==> src/design/rfb_pkg.sv <==
// Constants and carrier types of the registered fanout buffer.
// Assumes one 40 MHz system clock; clock pair and data arrive as pins.
// Notes on behaviour
// - Sample data on true rise, complement fall (code takes true rise with complement low, not its fall)
// - Thirteen registers, each with A and B copies
// - Reset low clears registers, outputs low
// - Reset low disables input receivers
package rfb_pkg;
   localparam int          RFB_WIDTH     = 13;
   localparam int          RFB_SYNC_LEN  = 2;
   localparam logic        RFB_BIT_RST   = 1'h0;
   localparam logic [12:0] RFB_WORD_RST  = 13'h0000;

   typedef struct packed {
      logic [12:0] out_copy_a;
      logic [12:0] out_copy_b;
   } rfb_out_t;
endpackage

==> src/design/rfb_lane.sv <==
// One data bit: input synchroniser and the two output copies.
// Assumes capture is aligned with the second synchroniser stage.
`timescale 1ns/1ps
module rfb_lane
(
   input  wire logic clk,
   input  wire logic rst_n,
   input  wire logic d_pin,
   input  wire logic capture,
   output logic      copy_a,
   output logic      copy_b
);
   logic d_meta_ff;
   logic d_sync_ff;
   logic a_ff;
   logic b_ff;
   logic nxt_d_meta;
   logic nxt_d_sync;
   logic nxt_a;
   logic nxt_b;

   always_comb
   begin
      nxt_d_meta = d_pin;
      nxt_d_sync = d_meta_ff;
      nxt_a      = a_ff;
      nxt_b      = b_ff;
      if (capture)
      begin
         nxt_a = d_sync_ff;
         nxt_b = d_sync_ff;
      end
   end

   // Receiver stages stay cleared in reset, so floating pins never reach
   // the output registers.
   always_ff @(posedge clk or negedge rst_n)
   begin
      if (!rst_n)
      begin
         d_meta_ff <= rfb_pkg::RFB_BIT_RST;
         d_sync_ff <= rfb_pkg::RFB_BIT_RST;
         a_ff      <= rfb_pkg::RFB_BIT_RST;
         b_ff      <= rfb_pkg::RFB_BIT_RST;
      end
      else
      begin
         d_meta_ff <= nxt_d_meta;
         d_sync_ff <= nxt_d_sync;
         a_ff      <= nxt_a;
         b_ff      <= nxt_b;
      end
   end

   assign copy_a = a_ff;
   assign copy_b = b_ff;

   lane_capture_a: assert property (
      @(posedge clk) disable iff (!rst_n)
      capture |=> (copy_a == $past(d_sync_ff)))
      else $error("A copy did not take sampled data");

   copy_match_a: assert property (
      @(posedge clk) disable iff (!rst_n)
      copy_a == copy_b)
      else $error("A and B copies differ");

   lane_hold_a: assert property (
      @(posedge clk) disable iff (!rst_n)
      !capture ##1 rst_n |-> $stable(copy_a) && $stable(copy_b))
      else $error("Output moved without a clock crossing");
endmodule

==> src/design/rfb_top.sv <==
// Top of the 13-bit to 26-bit registered fanout buffer.
// Assumes clk far faster than the clock pair; all pins are asynchronous.
`timescale 1ns/1ps
module rfb_top
#(
   parameter int WIDTH = rfb_pkg::RFB_WIDTH
)
(
   input  wire logic             clk,
   input  wire logic             resetn,
   input  wire logic             clk_true,
   input  wire logic             clk_comp,
   input  wire logic [WIDTH-1:0] data_in,
   output rfb_pkg::rfb_out_t     q_out
);
   // The carrier struct is fixed at the documented width
   generate
      if (WIDTH != rfb_pkg::RFB_WIDTH)
      begin : g_bad_width
         $error("WIDTH must match the output carrier width");
      end
   endgenerate

   logic rst_meta_ff;
   logic rst_sync_ff;
   logic nxt_rst_meta;
   logic nxt_rst_sync;
   logic t_meta_ff;
   logic t_sync_ff;
   logic t_prev_ff;
   logic c_meta_ff;
   logic c_sync_ff;
   logic nxt_t_meta;
   logic nxt_t_sync;
   logic nxt_t_prev;
   logic nxt_c_meta;
   logic nxt_c_sync;
   logic capture;

   always_comb
   begin
      nxt_rst_meta = 1'h1;
      nxt_rst_sync = rst_meta_ff;
   end

   // Reset asserts at once and releases through two flops
   always_ff @(posedge clk or negedge resetn)
   begin
      if (!resetn)
      begin
         rst_meta_ff <= 1'h0;
         rst_sync_ff <= 1'h0;
      end
      else
      begin
         rst_meta_ff <= nxt_rst_meta;
         rst_sync_ff <= nxt_rst_sync;
      end
   end

   always_comb
   begin
      nxt_t_meta = clk_true;
      nxt_t_sync = t_meta_ff;
      nxt_t_prev = t_sync_ff;
      nxt_c_meta = clk_comp;
      nxt_c_sync = c_meta_ff;
   end

   // Clock pair receivers are held cleared in reset
   always_ff @(posedge clk or negedge rst_sync_ff)
   begin
      if (!rst_sync_ff)
      begin
         t_meta_ff <= rfb_pkg::RFB_BIT_RST;
         t_sync_ff <= rfb_pkg::RFB_BIT_RST;
         t_prev_ff <= rfb_pkg::RFB_BIT_RST;
         c_meta_ff <= rfb_pkg::RFB_BIT_RST;
         c_sync_ff <= rfb_pkg::RFB_BIT_RST;
      end
      else
      begin
         t_meta_ff <= nxt_t_meta;
         t_sync_ff <= nxt_t_sync;
         t_prev_ff <= nxt_t_prev;
         c_meta_ff <= nxt_c_meta;
         c_sync_ff <= nxt_c_sync;
      end
   end

   // Crossing: true rises while complement is already low. Checking the
   // complement level rather than its edge tolerates a sample of skew.
   assign capture = t_sync_ff & ~t_prev_ff & ~c_sync_ff;

   genvar i;
   generate
      for (i = 0; i < WIDTH; i++)
      begin : g_lane
         rfb_lane u_lane
         (
            .clk     (clk),
            .rst_n   (rst_sync_ff),
            .d_pin   (data_in[i]),
            .capture (capture),
            .copy_a  (q_out.out_copy_a[i]),
            .copy_b  (q_out.out_copy_b[i])
         );
      end
   endgenerate

   reset_low_a: assert property (
      @(posedge clk)
      !resetn && !$past(resetn) |-> (q_out == '0))
      else $error("Outputs not low during reset");

   rx_disable_a: assert property (
      @(posedge clk)
      !rst_sync_ff |-> !capture && !t_sync_ff && !c_sync_ff)
      else $error("Receivers active during reset");

   release_clean_a: assert property (
      @(posedge clk) disable iff (!resetn)
      $rose(rst_sync_ff) |-> (q_out == '0) ##1 (q_out == '0))
      else $error("Outputs not low just after reset release");

   cross_delay_a: assert property (
      @(posedge clk) disable iff (!rst_sync_ff)
      $rose(t_meta_ff) && !c_meta_ff |=> capture)
      else $error("Crossing not detected two cycles after pins");

   capture_pulse_a: assert property (
      @(posedge clk) disable iff (!rst_sync_ff)
      capture |=> !capture)
      else $error("Capture lasted more than one cycle");

   comp_block_a: assert property (
      @(posedge clk)
      c_sync_ff |-> !capture)
      else $error("Capture while complement clock high");

   edge_only_a: assert property (
      @(posedge clk)
      t_prev_ff |-> !capture)
      else $error("Capture without a true clock rise");

   level_only_a: assert property (
      @(posedge clk)
      !t_sync_ff |-> !capture)
      else $error("Capture while true clock low");

   out_hold_a: assert property (
      @(posedge clk) disable iff (!rst_sync_ff)
      !capture |=> $stable(q_out))
      else $error("Outputs moved without a crossing");

   copies_equal_a: assert property (
      @(posedge clk)
      q_out.out_copy_a == q_out.out_copy_b)
      else $error("Output copies differ");

   rst_out_low_a: assert property (
      @(posedge clk)
      !rst_sync_ff |-> (q_out == '0))
      else $error("Outputs not low under internal reset");

   meta_clear_a: assert property (
      @(posedge clk)
      !rst_sync_ff |-> !t_meta_ff && !c_meta_ff && !t_prev_ff)
      else $error("Clock pair front stage active in reset");

   prev_follow_a: assert property (
      @(posedge clk) disable iff (!rst_sync_ff)
      t_prev_ff == $past(t_sync_ff))
      else $error("Edge detector lost its previous sample");

   true_follow_a: assert property (
      @(posedge clk) disable iff (!rst_sync_ff)
      t_sync_ff == $past(t_meta_ff))
      else $error("True clock synchroniser skipped a stage");

   comp_follow_a: assert property (
      @(posedge clk) disable iff (!rst_sync_ff)
      c_sync_ff == $past(c_meta_ff))
      else $error("Complement synchroniser skipped a stage");

   rst_follow_a: assert property (
      @(posedge clk) disable iff (!resetn)
      rst_sync_ff == $past(rst_meta_ff))
      else $error("Reset release skipped a stage");

   rst_meta_a: assert property (
      @(posedge clk) disable iff (!resetn)
      $past(resetn) |-> rst_meta_ff)
      else $error("Reset release first stage stuck low");

   release_two_a: assert property (
      @(posedge clk) disable iff (!resetn)
      !$past(rst_meta_ff) |-> !rst_sync_ff)
      else $error("Reset released in fewer than two edges");

   // Per-bit checks name the failing lane in the hierarchy
   genvar j;
   generate
      for (j = 0; j < WIDTH; j++)
      begin : g_bit_chk
         bit_pair_a: assert property (
            @(posedge clk)
            q_out.out_copy_a[j] == q_out.out_copy_b[j])
            else $error("Copy bits differ");

         bit_hold_a: assert property (
            @(posedge clk) disable iff (!rst_sync_ff)
            !capture |=> $stable(q_out.out_copy_a[j]))
            else $error("Output bit moved without a crossing");

         bit_low_a: assert property (
            @(posedge clk)
            !rst_sync_ff |-> !q_out.out_copy_a[j] && !q_out.out_copy_b[j])
            else $error("Output bit not low in reset");
      end
   endgenerate
endmodule

==> config.mk <==
export PLATFORM = sky130hd
export DESIGN_NAME = rfb_top
export DESIGN_NICKNAME = d
export VERILOG_FILES = /design/src/design/rfb_pkg.sv /design/src/design/rfb_lane.sv /design/src/design/rfb_top.sv
export SDC_FILE = /design/constraint.sdc
export NUM_CORES = 1
export LEC_CHECK = 0
export BUFFER_PORTS_ARGS = -buffer_cell sky130_fd_sc_hd__buf_2
export CAP_MARGIN = 20
export CORE_ASPECT_RATIO = 1.4
export CORE_MARGIN = 1
export CORE_UTILIZATION = 35
export DETAILED_ROUTE_END_ITERATION = 12
export PLACE_DENSITY_LB_ADDON = 0.15
export SYNTH_ARGS = -nofsm -noshare
export SYNTH_HDL_FRONTEND = slang
export SYNTH_HIERARCHICAL = 1
export SYNTH_SLANG_ARGS = --single-unit
==> constraint.sdc <==
create_clock -name clk -period 1.5 [get_ports clk]
set_input_delay 0.3 -clock clk [delete_from_list [all_inputs] [get_ports clk]]
set_output_delay 0.3 -clock clk [all_outputs]
set_load 0.05 [all_outputs]
======== Yosys cells after proc, flatten, opt, wreduce, memory -nomap -nowiden ========
Index checks and enable logic that the tools add are counted.
word-level totals
  memories kept ........................... 0
  memory bits (read-only) ................. 0
  input port bits ......................... 17
  output and inout port bits .............. 26
  bits in registers ....................... 46
  bits in latches ......................... 0
  word-level logic and storage cells ...... 50
  memory bits (writable) .................. 0
cells by class
  shifts and indexed selects .............. 0
  add/sub/neg operators ................... 0
  bitwise operators ....................... 4
  div/mod/pow operators ................... 0
  $mul .................................... 0
  reductions and logical operators ........ 0
  equality and inequality tests ........... 0
  magnitude comparators ................... 0
  muxes and demuxes ....................... 0
operators with widths
  kind               number
  1-bit bitwise AND  2
  1-bit inverter     2

======== Depth between registers and ports, before layout ========
Gate-level depths: netlist of run 1.
  word-level depth ........................ 3
  depth in mapped cells ................... 2
  depth with buffers taken out ............ 2

======== Hierarchy ========
The synthesis of run 1 kept the hierarchy.
by module, submodules not included
  module    cells each  area each (um^2)  sequential area each (um^2)  instances
  rfb_lane  5           97.6              75.1                         13
  rfb_top   9           191.4             175.2                        1

======== Worst setup path after synthesis of run 1 ========
Ideal clock, no wire load.
  path kind ............................... flip-flop to flip-flop
  start point ............................. register t_prev_ff
  end point ............................... register g_lane[0].u_lane.a_ff
  slack ................................... -222 ps
  arrival time ............................ 1597 ps
  cell stages (with the launch flop) ...... 3
  clock period less this slack ............ 1722 ps
  path buffers ............................ 0
  required time ........................... 1375 ps
  setup time .............................. 125 ps
  cell sequence ........................... dfrtp_1 nor3b_2 mux2_4
on the way
  longest elaborated chain between the ends .. 3
ends and longest elaborated chain
  element                         line            text
  from (decl)                     rfb_top.sv:30   logic t_prev_ff;
  from (signal assigned)          rfb_top.sv:77   t_prev_ff <= rfb_pkg::RFB_BIT_RST;
  from (signal assigned)          rfb_top.sv:85   t_prev_ff <= nxt_t_prev;
  1-bit inverter                  rfb_top.sv:93   assign capture = t_sync_ff & ~t_prev_ff & ~c_sync_ff;
  1-bit bitwise AND (2 in a row)  rfb_top.sv:93
  net capture                     rfb_top.sv:38   logic capture;
  to (signal assigned)            rfb_lane.sv:43  a_ff <= rfb_pkg::RFB_BIT_RST;
  to (signal assigned)            rfb_lane.sv:50  a_ff <= nxt_a;
  to (decl)                       rfb_lane.sv:15  logic a_ff;
The timed path passes the listed nets, and every way through them passes these cells.
A chain may end at the register's enable or synchronous reset.

======== Final worst setup path of run 1 ========
  start point ............................. register t_prev_ff
  end point ............................... register g_lane[4].u_lane.a_ff
on the way
  longest elaborated chain between the ends .. 3
ends and longest elaborated chain
  element                         line
  1-bit inverter                  rfb_top.sv:93
  1-bit bitwise AND (2 in a row)  rfb_top.sv:93
  net capture                     rfb_top.sv:38
  to (signal assigned)            rfb_lane.sv:43
  to (signal assigned)            rfb_lane.sv:50
  to (decl)                       rfb_lane.sv:15
The timed path passes the listed nets, and every way through them passes these cells.

==> flow_summary.toml, run 1 <==
[outcome]
outcome = "finished, final reports clean"

[hold_path]
holdPathEnd = "g_lane[0].u_lane/d_meta_ff"
min_path_type = "input port to flip-flop"
hold_depth = 1
min-delay-start = "data_in[0]"

[place]
gp_congestion = 0.556
dp_hpwl_um = 1400
io_buffer_count = 42
dpl_worst_slack_ps = 211
dp_cells = 150

[yosys]
synth_seq_cells = 46
syn_area_per_cell_sq_um = 19.7
synth.area.top_cells = "dfrtp_1 79%, mux2_4 13%, buf_4 6.7%"
syn_inst = 74
synth_nets = 91
seq_area_frac_synth_pct = 78.8
yosys.area.top_type = "dfrtp_1"
synth_top_area_share_pct = 78.8
synthesis.area_sq_um = 1460
synthDistinctLibCells = 5
ys_warn_count = 6

[timing]
setup_viol = 0
hold_viol = 0
rsz0062_at_grt = "no"
clock.fmax_ghz = 0.770
drv_slew = 0
setup_slack_ps = 201
timing.final.crit_share_pct = 86.6
tns_ps = 0
fin_skew_ps = 5.93
min_period_ps = 1300

[worst_setup_path]
critical_path.startpoint = "t_prev_ff"
critPathMaxFanout = 9
worstSetupPathType = "flip-flop to flip-flop"
start_kind = "flip-flop"
rrSetupSlack_ps = 200
r2r_end = "g_lane[4].u_lane/copy_a"
rr_worst_depth = 3
crit_arrival_ps = 1470
critPathCaptureType = "flip-flop"
required_ps = 1670
r2r-start = "t_prev_ff"

[pwr]
p_sw_share_pct = 34.4
clkPwrFrac_pct = 25.2
p_per_area_nw_per_um2 = 1660
seq_power_share_pct = 48.2
power_frac_comb_pct = 26.6
power_mw = 2.93
p_int_mw = 1.92
p_leak_nw = 0.880
peakVddDrop_v = 0.000886
netSwitchingPower_mw = 1.01

[layout]
final_common_cell = "dfrtp_1"
area_delta_synth_final_pct = 20.9
num-nets-final = 132
final_cell_mix = "45 x dfrtp_1, 42 x buf_2, 13 x mux2_4"
stdcell_count = 159
fillers = 362
diodes = 0
final_util_pct = 44.7
drive_gt1_share_pct = 58.6

[clocking]
cts_resized = 0
cts_sinks = 46
clk_path_buf_depth = 2
cts_tree = "done"
cts-root-buf = "clkbuf_8"
cts_max_level = 2
clock_latency_ps = 290
clk_pin_slew_ps = 80
cts_inserted_buffers = 5

[drt]
ant_nets = 0
wire_per_inst_um = 12.7
first_pass_iters = 4
drc = 0
wirelength_um = 2020
num_vias = 652
drtIter0Drc = 9
vias_per_cell = 4.10

[die]
rows = 27
pin_count = 43
fp.dieH_um = 78.4
start_util_pct = 36.9
die_w_um = 56.6
coreArea_sq_um = 3950
die_area_sq_um = 4440

[grt]
overflow = 0
grt_max_degree = 24
antenna_found_initial = 0
track_usage_pct = 10.6
grt_pass1_vias = 702
grt_pass1_wl_um = 3360

[job]
cap_violations = 0
==> timing repair <==
item                       in CTS  in global routing
hold endpoints to repair        2                  0
hold buffers                    1                  0
setup endpoints to repair       0                  0
setup buffers                   0                  0
==> kinds of logic (layout without fill, tap and decap cells) <==
group / Yosys count / count (layout) / share of synthesized area [%]
other cells: 1 / 1 / 0.257
simple gates: 1 / 1 / 0.857
mux: 13 / 13 / 13.4
flops: 46 / 46 / 78.8
buf+inv: 13 / 55 / 6.68
==> layer usage <==
| metal | GRT usage, % | wire, um | up-vias |
|---|---|---|---|
| met2 | 15.5 | 985 | 26 |
| met1 | 13.0 | 888 | 316 |
| li1 | - | - | 304 |
| met3 | 4.61 | 98 | 6 |
| met5 | 0 | 0 | - |
| met4 | 5.85 | 48 | 0 |
==> worst max-delay path by stage <==
stage	endpoint	slack (ps)
floorplan	g_lane[0].u_lane/copy_a	10
global placement	g_lane[9].u_lane/copy_a	260
detailed placement	g_lane[9].u_lane/copy_a	210
CTS	g_lane[9].u_lane/copy_a	190
global route	g_lane[9].u_lane/copy_a	150
finish	g_lane[4].u_lane/copy_a	200
==> cell type report <==
type / count / area (sq um) / area share (%)
clock buffer: 7 / 86.3 / 4.89
clock inverter: 1 / 5.00 / 0.283
multi-input combinational: 15 / 218 / 12.3
sequential: 46 / 1150 / 65.3
tap: 43 / 53.8 / 3.05
timing repair buffer: 47 / 250 / 14.2
==> state kept, by name, summed over array words and instances (netlist names) <==
signal	flops
g_lane.u_lane/d_meta_ff	13
g_lane.u_lane/d_sync_ff	13
g_lane.u_lane/copy_a	13
nxt_t_prev	1
t_prev_ff	1
nxt_rst_sync	1
nxt_t_sync	1
c_meta_ff	1
rst_sync_ff	1
c_sync_ff	1
==> through the flow <==
step	hold WS [ps]	area, sq um
floorplan	4.41	1470
global placement	84.7	1660
detailed placement	86.9	1660
CTS	96.6	1770
global route	92.2	1770
finish	110	1770
==> power by group through the flow <==
stage | registers, mW | logic (mW) | clock network, mW
2_1_floorplan | 1.68 | 0.449 | 0
3_3_place_gp | 1.43 | 0.781 | 0
3_5_place_dp | 1.44 | 0.788 | 0
4_1_cts | 1.42 | 0.790 | 0.781
5_1_grt | 1.43 | 0.809 | 0.824
6_report | 1.41 | 0.781 | 0.738
==> critical path: stages (launching register included) <==
cell     delay (ps)
dfrtp_1         410
nor3b_4         220
buf_4           240
mux2_4          310
==> cell usage after synthesis <==
cell,instances
conb_1,1
nor3b_2,1
buf_4,13
dfrtp_1,46
mux2_4,13
Note: power is estimated with default switching activity, not from simulation.
==> run 2: changes to the inputs <==
- CELL_PAD_IN_SITES_DETAIL_PLACEMENT: not set -> 1
- CELL_PAD_IN_SITES_GLOBAL_PLACEMENT: not set -> 2
==> run 2 against run 1 <==
  * Flip-flop and latch count unchanged
  * First-iteration DRC count increased by 44%
  * Critical path depth decreased by 2
  * Die area unchanged
  * Highest routed layer unchanged
  * Largest cell class unchanged
  * Fmax increased by 2.4%
  * Worst hold slack got worse by 5.9 ps
  * Clock skew about the same
  * Sequential share of layout area decreased by 0.46 points
  * Cell count unchanged
  * Via count increased by 5.5%
==> flow_summary.toml, run 2 (synthesis results as in run 1) <==
[worst_setup_path]
worstSetupPathType = "flip-flop to output port"
cp.buffers_inverters = 1
r2r-start = "t_prev_ff"
cp_cell_sequence = "buf_2"
crit_arrival_ps = 970
required_ps = 1200
rr_worst_depth = 3
critPathMaxFanout = 3
slowest_stage = "dfrtp_1"
critical_path.top_delay_family = "flip-flops"
rrSetupSlack_ps = 260
r2r_end = "g_lane[12].u_lane/copy_a"
worst_path_largest_cell_delay_ps = 400
start_kind = "flip-flop"
critPathCaptureType = "output port"

[clocking]
cts_tree = "done"
cts_inserted_buffers = 5
clock_latency_ps = 290
clk_pin_slew_ps = 80
cts_setup_buffers = 0
clk_path_buf_depth = 2
cts_max_level = 2
cts-root-buf = "clkbuf_8"
cts_sinks = 46

[place]
dpl_worst_slack_ps = 253
dp_cells = 150
io_buffer_count = 42
dp_hpwl_um = 1560
placed_cell_area_sq_um = 1680
gp_congestion = 0.617

[timing]
clock.fmax_ghz = 0.788
setup_viol = 0
timing.final.crit_share_pct = 84.6
setup_slack_ps = 231
min_period_ps = 1270
hold_viol = 0
hold_slack_ps = 104
tns_ps = 0
drv_slew = 0
fin_skew_ps = 5.99
rsz0062_at_grt = "no"

[hold_path]
min-delay-start = "data_in[6]"
holdPathEnd = "g_lane[6].u_lane/d_meta_ff"
min_path_type = "input port to flip-flop"
hold_depth = 1

[layout]
stdcell_count = 159
final_cell_mix = "45 x dfrtp_1, 42 x buf_2, 13 x mux2_4"
drive_gt1_share_pct = 58.6
area_delta_synth_final_pct = 21.8
diodes = 0
final_common_cell = "dfrtp_1"
num-nets-final = 132
final_area_sq_um = 1780
final_util_pct = 45.0
fillers = 401

[drt]
wire_per_inst_um = 13.8
num_vias = 688
first_pass_iters = 2
ant_nets = 0
drc = 0
wirelength_um = 2190
drtIter0Drc = 13
vias_per_cell = 4.33

[grt]
track_usage_pct = 11.8
antenna_found_initial = 0
overflow = 0
grt_max_degree = 32
grt_pass1_vias = 742
grt_pass1_wl_um = 3660

[job]
cap_violations = 0

[pwr]
peakVddDrop_v = 0.00101
p_sw_share_pct = 34.8
netSwitchingPower_mw = 1.03
clkPwrFrac_pct = 25.4
p_per_area_nw_per_um2 = 1660
power_frac_comb_pct = 26.5
p_leak_nw = 0.885
p_int_mw = 1.93
seq_power_share_pct = 48.1
power_mw = 2.96

[outcome]
outcome = "finished, final reports clean"

[die]
die_w_um = 56.6
rows = 27
start_util_pct = 36.9
die_area_sq_um = 4440
coreArea_sq_um = 3950
pin_count = 43
fp.dieH_um = 78.4
==> run 2: what timing repair did <==
action / CTS / global route
hold buffers: 1 / 0
resized for setup: 0 / 0
hold endpoints to repair: 2 / 0
==> run 2: worst max path at each step <==
| stage | start | to | cells past startpoint |
|---|---|---|---|
| floorplan | t_prev_ff | g_lane[0].u_lane/copy_a | 2 |
| global placement | t_prev_ff | g_lane[2].u_lane/copy_a | 3 |
| detailed placement | t_prev_ff | g_lane[6].u_lane/copy_a | 3 |
| CTS | g_lane[10].u_lane/copy_a | q_out[10] | 1 |
| global route | t_prev_ff | g_lane[12].u_lane/copy_a | 3 |
| finish | g_lane[10].u_lane/copy_a | q_out[10] | 1 |
==> run 2: metal layers <==
layer  GRT usage, %  part of all wire, %  up-vias
met3           4.45                  6.6        5
met2           18.5                   51       30
met5              0                    0        -
met1           13.3                   40      351
li1               -                    -      302
met4           8.05                  3.2        0
==> run 2: power groups by stage <==
| stage | Combinational [mW] | Sequential [mW] | Clock, mW |
|---|---|---|---|
| detailed placement | 0.787 | 1.45 | 0 |
| global placement | 0.781 | 1.44 | 0 |
| floorplan | 0.449 | 1.68 | 0 |
| global route | 0.809 | 1.44 | 0.839 |
| finish | 0.783 | 1.42 | 0.751 |
| CTS | 0.791 | 1.43 | 0.783 |
==> run 2: area by class of cell <==
cell class              count  area [sq um]  area share (%)
flip-flops and latches     46          1150            64.8
repair buffers             47           263            14.8
multi-input cells          15           218            12.2
clock buffers               7          86.3            4.86
well taps                  43          53.8            3.03
clock inverters             1          5.00           0.281
